==> src/rtl/ldp_cfg.svh <==
// Timing counts, levels and codes for the LED dimming pre-boost control
`ifndef LDP_CFG_SVH
`define LDP_CFG_SVH
`define LDP_CLK_PERIOD_NS 20
`define LDP_DIM_LOSS_NS 50000
`define LDP_DIM_LOSS_CYC ((`LDP_DIM_LOSS_NS + `LDP_CLK_PERIOD_NS - 1) / `LDP_CLK_PERIOD_NS)
`define LDP_SLEEP_NS 16000000
`define LDP_SLEEP_CYC (`LDP_SLEEP_NS / `LDP_CLK_PERIOD_NS)
`define LDP_SETTLE_NS 1000000
`define LDP_SETTLE_STEP_CYC (`LDP_SETTLE_NS / (`LDP_CLK_PERIOD_NS * 256))
`define LDP_LVL_FULL 8'hFF
`define LDP_LVL_MIN 8'h1A
`define LDP_VCODE_LO 8'h0A
`define LDP_VCODE_HI 8'h66
`define LDP_AVG_PERIODS 4
`endif

==> src/rtl/ldp_pkg.sv <==
// Types shared by the LED dimming pre-boost control
package ldp_pkg;
  typedef enum logic [4:0] {
    LDP_ST_SLEEP = 5'b00001,
    LDP_ST_IDLE  = 5'b00010,
    LDP_ST_LEAD  = 5'b00100,
    LDP_ST_ON    = 5'b01000,
    LDP_ST_TRAIL = 5'b10000
  } ldp_state_t;

  typedef struct packed {
    logic boost_en;
    logic sinks_on;
    logic shutdown;
    logic soft_start;
  } ldp_drive_t;

  typedef struct packed {
    logic duty_dim_mode;
    logic [7:0] peak_level;
  } ldp_dim_t;
endpackage

==> src/rtl/ldp_dim_ctrl.sv <==
// LED dimming control: pre-boost lead delay, gate sequencing, peak level dimming
// Overview of operation
// - Boost switching starts at once when the brightness gate rises.
// - Current sinks stay off for the lead delay after a gate rise.
// - After gate falls, boost and sinks stay on for the same lead delay.
// - Lead delay comes from an external setting, not fixed.
// - Clock pulses on the dimming input select duty dimming mode.
// - In duty mode peak level is 100% minus measured high duty.
// - Duty mode falls back to voltage mode after 50 us without pulses.
// - Voltage mode maps 0.2 V to 2 V linearly onto 10% to 100%.
// - An open dimming input reads low and gives about 10%.
// - Level changes settle over roughly 1 ms instead of stepping.
// - Sinks follow the gate one lead delay late; a low shorter than the lead delay leaves them on, and a fall inside the lead delay counts from its end.
// - Gate low beyond 16 ms shuts down; next high needs a soft start.
`timescale 1ns/10ps
`include "ldp_cfg.svh"

module ldp_dim_ctrl #(
  parameter int DLY_W = 10,
  parameter int SLEEP_CYC = `LDP_SLEEP_CYC
) (
  // Clock and reset
  input wire logic core_clk,
  input wire logic sys_rst,
  // Pins
  input wire logic gate_in,
  input wire logic dim_clk_in,
  // Same-domain inputs
  input wire logic [DLY_W-1:0] lead_delay_setting,
  input wire logic [7:0] peak_dim_input,
  // Outputs
  output ldp_pkg::ldp_drive_t drive_o,
  output ldp_pkg::ldp_dim_t dim_o
);
  import ldp_pkg::*;

  localparam int LOSS_CYC = `LDP_DIM_LOSS_CYC;
  localparam int STEP_CYC = `LDP_SETTLE_STEP_CYC;
  localparam int AVG = `LDP_AVG_PERIODS;

  if (DLY_W < 2 || DLY_W > 16 || SLEEP_CYC < 2 || SLEEP_CYC >= (1 << 24)) begin
    $error("ldp_dim_ctrl: unsupported parameter value");
  end

  function automatic logic [7:0] volt_to_level(input logic [7:0] code);
    logic [15:0] span;
    span = 16'h0000;
    if (code <= `LDP_VCODE_LO) begin
      return `LDP_LVL_MIN;
    end
    if (code >= `LDP_VCODE_HI) begin
      return `LDP_LVL_FULL;
    end
    // Operands widened first; an eight-bit product would wrap
    span = 16'(code - `LDP_VCODE_LO) * 16'(`LDP_LVL_FULL - `LDP_LVL_MIN);
    return 8'(`LDP_LVL_MIN + span / 16'(`LDP_VCODE_HI - `LDP_VCODE_LO));
  endfunction

  // Pin synchronisers; dclk_s3 only for edge detection off the second stage
  logic gate_s1, gate_s2, dclk_s1, dclk_s2, dclk_s3;
  always_ff @(posedge core_clk) begin
    if (sys_rst) begin
      gate_s1 <= 1'b0;
      gate_s2 <= 1'b0;
      dclk_s1 <= 1'b0;
      dclk_s2 <= 1'b0;
      dclk_s3 <= 1'b0;
    end else begin
      gate_s1 <= gate_in;
      gate_s2 <= gate_s1;
      dclk_s1 <= dim_clk_in;
      dclk_s2 <= dclk_s1;
      dclk_s3 <= dclk_s2;
    end
  end
  logic dclk_rise;
  assign dclk_rise = dclk_s2 & ~dclk_s3;

  // Gate sequencing
  ldp_state_t st_r;
  logic [DLY_W-1:0] dly_cnt_r;
  logic [23:0] sleep_cnt_r;
  ldp_drive_t drive_r;
  logic [DLY_W-1:0] dly_load;
  // Zero setting still gives one cycle of lead
  assign dly_load = (lead_delay_setting == '0) ? DLY_W'(1) : lead_delay_setting;

  always_ff @(posedge core_clk) begin
    if (sys_rst) begin
      st_r <= LDP_ST_SLEEP;
      dly_cnt_r <= '0;
      sleep_cnt_r <= '0;
      drive_r <= '{boost_en: 1'b0, sinks_on: 1'b0, shutdown: 1'b1, soft_start: 1'b0};
    end else begin
      drive_r.soft_start <= 1'b0;
      unique case (st_r)
        LDP_ST_SLEEP: begin
          if (gate_s2) begin
            st_r <= LDP_ST_LEAD;
            dly_cnt_r <= dly_load;
            drive_r.shutdown <= 1'b0;
            drive_r.soft_start <= 1'b1;
            drive_r.boost_en <= 1'b1;
          end
        end
        LDP_ST_IDLE: begin
          drive_r.sinks_on <= 1'b0;
          if (gate_s2) begin
            st_r <= LDP_ST_LEAD;
            dly_cnt_r <= dly_load;
            drive_r.boost_en <= 1'b1;
          end else if (sleep_cnt_r >= 24'(SLEEP_CYC - 1)) begin
            st_r <= LDP_ST_SLEEP;
            drive_r.shutdown <= 1'b1;
          end else begin
            sleep_cnt_r <= sleep_cnt_r + 24'h000001;
          end
        end
        LDP_ST_LEAD: begin
          if (dly_cnt_r == DLY_W'(1)) begin
            st_r <= LDP_ST_ON;
            drive_r.sinks_on <= 1'b1;
          end else begin
            dly_cnt_r <= dly_cnt_r - DLY_W'(1);
          end
        end
        LDP_ST_ON: begin
          if (!gate_s2) begin
            st_r <= LDP_ST_TRAIL;
            dly_cnt_r <= dly_load;
          end
        end
        LDP_ST_TRAIL: begin
          // A gate rise during the tail rejoins ON; the short low is absorbed
          if (gate_s2) begin
            st_r <= LDP_ST_ON;
          end else if (dly_cnt_r == DLY_W'(1)) begin
            st_r <= LDP_ST_IDLE;
            sleep_cnt_r <= '0;
            drive_r.boost_en <= 1'b0;
            drive_r.sinks_on <= 1'b0;
          end else begin
            dly_cnt_r <= dly_cnt_r - DLY_W'(1);
          end
        end
      endcase
    end
  end
  assign drive_o = drive_r;

  // Duty measurement: per-period ticks, summed over AVG periods
  logic [15:0] hi_cnt_r, per_cnt_r, hi_acc_r, per_acc_r;
  logic [2:0] nper_r;
  logic meas_ok_r, div_go_r;
  logic [15:0] div_num_r, div_den_r;
  always_ff @(posedge core_clk) begin
    if (sys_rst) begin
      hi_cnt_r <= '0;
      per_cnt_r <= '0;
      hi_acc_r <= '0;
      per_acc_r <= '0;
      nper_r <= '0;
      meas_ok_r <= 1'b0;
      div_go_r <= 1'b0;
      div_num_r <= '0;
      div_den_r <= 16'h0001;
    end else begin
      div_go_r <= 1'b0;
      if (dclk_rise) begin
        hi_cnt_r <= 16'h0001;
        per_cnt_r <= 16'h0001;
        meas_ok_r <= 1'b1;
        if (meas_ok_r) begin
          if (nper_r == 3'(AVG - 1)) begin
            div_num_r <= hi_acc_r + hi_cnt_r;
            div_den_r <= per_acc_r + per_cnt_r;
            div_go_r <= 1'b1;
            hi_acc_r <= '0;
            per_acc_r <= '0;
            nper_r <= '0;
          end else begin
            hi_acc_r <= hi_acc_r + hi_cnt_r;
            per_acc_r <= per_acc_r + per_cnt_r;
            nper_r <= nper_r + 3'h1;
          end
        end
      end else if (per_cnt_r >= 16'(LOSS_CYC)) begin
        // Stale period: restart averaging at the next edge
        meas_ok_r <= 1'b0;
        hi_acc_r <= '0;
        per_acc_r <= '0;
        nper_r <= '0;
      end else begin
        per_cnt_r <= per_cnt_r + 16'h0001;
        if (dclk_s2) begin
          hi_cnt_r <= hi_cnt_r + 16'h0001;
        end
      end
    end
  end

  // Serial divider: quotient = 256 * high / period
  logic [16:0] rem_r;
  logic [7:0] quo_r, duty_tgt_r;
  logic [3:0] div_step_r;
  logic [16:0] rem_sh;
  assign rem_sh = {rem_r[15:0], 1'b0};
  always_ff @(posedge core_clk) begin
    if (sys_rst) begin
      rem_r <= '0;
      quo_r <= '0;
      div_step_r <= '0;
      duty_tgt_r <= `LDP_LVL_FULL;
    end else if (div_go_r) begin
      rem_r <= {1'b0, div_num_r};
      quo_r <= '0;
      div_step_r <= 4'h8;
    end else if (div_step_r != 4'h0) begin
      div_step_r <= div_step_r - 4'h1;
      if (rem_sh >= {1'b0, div_den_r}) begin
        rem_r <= rem_sh - {1'b0, div_den_r};
        quo_r <= {quo_r[6:0], 1'b1};
      end else begin
        rem_r <= rem_sh;
        quo_r <= {quo_r[6:0], 1'b0};
      end
    end else if (div_step_r == 4'h0 && quo_r != 8'h00) begin
      duty_tgt_r <= `LDP_LVL_FULL - quo_r;
    end
  end

  // Mode select and clock loss timeout
  logic duty_mode_r;
  logic [11:0] loss_cnt_r;
  always_ff @(posedge core_clk) begin
    if (sys_rst) begin
      duty_mode_r <= 1'b0;
      loss_cnt_r <= '0;
    end else if (dclk_rise) begin
      duty_mode_r <= 1'b1;
      loss_cnt_r <= '0;
    end else if (duty_mode_r) begin
      if (loss_cnt_r >= 12'(LOSS_CYC - 1)) begin
        duty_mode_r <= 1'b0;
        loss_cnt_r <= '0;
      end else begin
        loss_cnt_r <= loss_cnt_r + 12'h001;
      end
    end
  end

  // Level slews one step per STEP_CYC, so a full swing takes about 1 ms
  logic [7:0] target, level_r;
  logic [7:0] step_cnt_r;
  // Open pin reads as low code, which clamps to the floor level
  assign target = duty_mode_r ? duty_tgt_r : volt_to_level(peak_dim_input);
  always_ff @(posedge core_clk) begin
    if (sys_rst) begin
      level_r <= `LDP_LVL_MIN;
      step_cnt_r <= '0;
    end else if (step_cnt_r >= 8'(STEP_CYC - 1)) begin
      step_cnt_r <= '0;
      if (level_r < target) begin
        level_r <= level_r + 8'h01;
      end else if (level_r > target) begin
        level_r <= level_r - 8'h01;
      end
    end else begin
      step_cnt_r <= step_cnt_r + 8'h01;
    end
  end
  assign dim_o = '{duty_dim_mode: duty_mode_r, peak_level: level_r};
endmodule

==> config.mk <==
export PLATFORM = sky130hd
export DESIGN_NAME = ldp_dim_ctrl
export DESIGN_NICKNAME = d
export VERILOG_FILES = /design/src/rtl/ldp_pkg.sv /design/src/rtl/ldp_dim_ctrl.sv
export VERILOG_INCLUDE_DIRS = /design/src /design/src/rtl
export SDC_FILE = /design/constraint.sdc
export NUM_CORES = 1
export LEC_CHECK = 0
export BUFFER_PORTS_ARGS = -buffer_cell sky130_fd_sc_hd__buf_2
export CORE_UTILIZATION = 45
export CTS_CLUSTER_SIZE = 14
export DETAILED_ROUTE_END_ITERATION = 6
export PLACE_DENSITY_LB_ADDON = 0.12
export SLEW_MARGIN = 25
export SYNTH_ARGS = -nofsm -noshare
export SYNTH_HDL_FRONTEND = slang
export SYNTH_SLANG_ARGS = --single-unit
==> constraint.sdc <==
create_clock -name core_clk -period 40 [get_ports core_clk]
set_input_delay 4 -clock core_clk [delete_from_list [all_inputs] [get_ports core_clk]]
set_output_delay 4 -clock core_clk [all_outputs]
set_load 0.05 [all_outputs]
==> flow_summary_export.csv <==
group,metric,value,unit
sta,drv_slew,0,
finish,syn_to_final_growth,8.87,%
place,dp_hpwl,24700,µm
flow_run,max-cap-violations,0,
route,drt_iter0_drc,720,
place,gp_congestion,0.892,
clock_network,ctsResizeCount,0,
logic_synthesis,netlist.area_leader.share,0.288,
outcome,outcome,"complete, no violations",
setup_path,critPathKind,"primary input to register",
setup_path,worstReg2RegEnd,"rem_r[10]",
logic_synthesis,yosysWarnings,0,
floorplanning,core_region_area,32500,µm²
sta,fmax,58.3,MHz
logic_synthesis,synth-edff-count,0,
sta,min_period,17.16,ns
setup_path,worstPathArrival,17.55,ns
logic_synthesis,synth_area_leaders,"dfxtp_1 29%, ha_1 9.8%, nor2_1 6.2%",
place,io_buffers,34,
place,placed_area,15300,µm²
route,wire_per_inst,14.7,µm
logic_synthesis,synth_common_cells,"247 x nor2_1, 214 x dfxtp_1, 167 x nand2_1",
clock_network,h-tree-depth,1,
logic_synthesis,yosysMostFrequentCell,"nor2_1",
logic_synthesis,syn_area,14900,µm²
sta,tns,0,ns
setup_path,timing.rr.start,"div_den_r[1]",
route,ant_nets,0,
clock_network,cts_tree,"yes",
setup_path,crit_fanout,18,
clock_network,cts-buffers-inserted,25,
sta,maxSlewHeadroom,0.329,
floorplanning,initial_utilization,0.457,
route,viasPerCell,5.51,
logic_synthesis,yosysSeqAreaShare,0.288,
global_route,antenna_found_initial,0,
setup_path,cp-start-kind,"primary input",
finish,fin_nets,2018,
clock_network,cts_buffer_depth,3,
logic_synthesis,synth-main-ff-cell,"dfxtp_1",
route,drcViolationCount,0,
floorplanning,chipHeight,184,µm
floorplanning,ios,35,
clock_network,clkLatencyLatePin,0.51,ns
finish,drive_gt1_frac,0.0826,
place,pre_cts_ws,22.20,ns
finish,postLayoutCellArea,16200,µm²
worst_hold_path,hp-class,"register to register",
sta,post-route-period-util,0.429,
global_route,grtUsageTotal,0.203,
floorplanning,die_area,33800,µm²
floorplanning,std_cell_rows,66,
setup_path,slowest_stage,"a21oi_1",
route,wirelength,34000,µm
setup_path,critPathMostFrequentCell,"a21oi_1",
clock_network,clk_pin_slew_worst_paths,0.06,ns
worst_hold_path,min-delay-start,"dclk_s1",
clock_network,hold_buffers,0,
sta,holdWs,0.440,ns
sta,final-setup-viol-count,0,
finish,antenna_cells,0,
setup_path,r2r_cells,26,
route,vias,12800,
sta,rsz0062_at_grt,"false",
worst_hold_path,min_to,"dclk_s2",
global_route,grt_pass1_wl,58300,µm
setup_path,required,40.38,ns
sta,finalHoldViolations,0,
logic_synthesis,synthesis.nets,2032,
sta,tightestPinTransition,1.01,ns
logic_synthesis,avgSynthCellArea,7.93,µm²
logic_synthesis,async_flop_share,0,
logic_synthesis,ys_seq_elements,214,
logic_synthesis,yosysUniqueCellTypes,100,
setup_path,crit_path_max_incr_delay,0.74,ns
logic_synthesis,synth_top_cell_by_area,"dfxtp_1",
global_route,gr-total-overflow,0,
logic_synthesis,synth_cells,1875,
finish,fillers,3284,
setup_path,cp-end-kind,"register",
route,drt_pre_antenna_iters,5,
floorplanning,die-width,184,µm
setup_path,reg2reg_slack,34.98,ns
sta,clock_skew,0.0140,ns
global_route,first_global_vias,12100,
clock_network,root_buffer,"clkbuf_16",
worst_hold_path,hold_path_depth,1,
clock_network,cts_setup_buffers,0,
global_route,grt_max_degree,92,
sta,finalWorstSetupSlack,22.84,ns
clock_network,cts_sinks,214,
[cells by family after synthesis]
logic type	Yosys count	synth area share
and+or+nand+nor	694	0.221
AOI/OAI and AO/OA	490	0.221
DFF	214	0.288
buffers and inverters	192	0.0522
adders and majority gates	135	0.123
xor gates and xnor gates	127	0.0792
muxes	23	0.0166
[flip-flops by register name, summed over array words and instances (netlist names), 5 cells and up]
| signal | flops |
|---|---|
| sleep_cnt_r | 24 |
| div_den_r | 16 |
| div_num_r | 16 |
| hi_acc_r | 16 |
| hi_cnt_r | 16 |
| per_acc_r | 16 |
| per_cnt_r | 16 |
| rem_r | 16 |
| loss_cnt_r | 12 |
| dly_cnt_r | 10 |
| duty_tgt_r | 8 |
| level_r | 8 |
| quo_r | 8 |
| step_cnt_r | 8 |
| st_r | 5 |
[worst max-delay path by stage]
stage,start,endpoint,slack [ns],cells past startpoint
after floorplan,peak_dim_input[5],level_r[7],24.05,60
after global placement,peak_dim_input[6],level_r[7],22.55,54
after detailed placement,peak_dim_input[6],level_r[7],22.20,54
after CTS,peak_dim_input[6],level_r[7],22.71,54
after global routing,peak_dim_input[1],level_r[7],21.92,57
final,peak_dim_input[6],level_r[7],22.84,54
[worst max-delay path, delay by kind of cell]
kind | cells | cell delay [ns]
AO/OA/AOI/OAI | 25 | 6.75
XOR/XNOR | 3 | 0.91
adder cells (fa/ha/maj) | 8 | 2.87
AND/OR/NAND/NOR | 13 | 2.54
buffers and inverters | 5 | 0.47
[metal layers]
layer	track usage	part of all wire
met5	0	0
met4	0.0430	0.016
met3	0.0234	0.037
met2	0.339	0.45
met1	0.282	0.50
[placed cells by master, fill, tap and decap left out, types with 33 or more instances in the layout]
cell type and instances:
a21oi_1 157, ha_1 117, xor2_1 50, buf_2 33, inv_1 107, nor3_1 53
nor2_1 246, o21ai_0 70, xnor2_1 72, dfxtp_1 214, nand2_1 167, a22oi_1 40
nand3_1 41
[per-stage QoR]
step / std cells / utilization
finish: 2319 / 0.498
global route: 2319 / 0.498
CTS: 2318 / 0.497
detailed placement: 2275 / 0.471
global placement: 2275 / 0.471
floorplan: 1875 / -
[layout make-up]
class / count / area, µm² / share of cell area
clock inverter: 14 / 154 / 0.00951
sequential: 214 / 4280 / 0.265
tap: 442 / 553 / 0.0342
multi-input combinational: 1469 / 9860 / 0.609
timing repair buffer: 43 / 260 / 0.0161
inverter: 108 / 410 / 0.0254
clock buffer: 29 / 671 / 0.0414
Power is left out: the tool's default activity adds up to more than one toggle a clock period on the data nets, which glitch-free logic cannot reach.
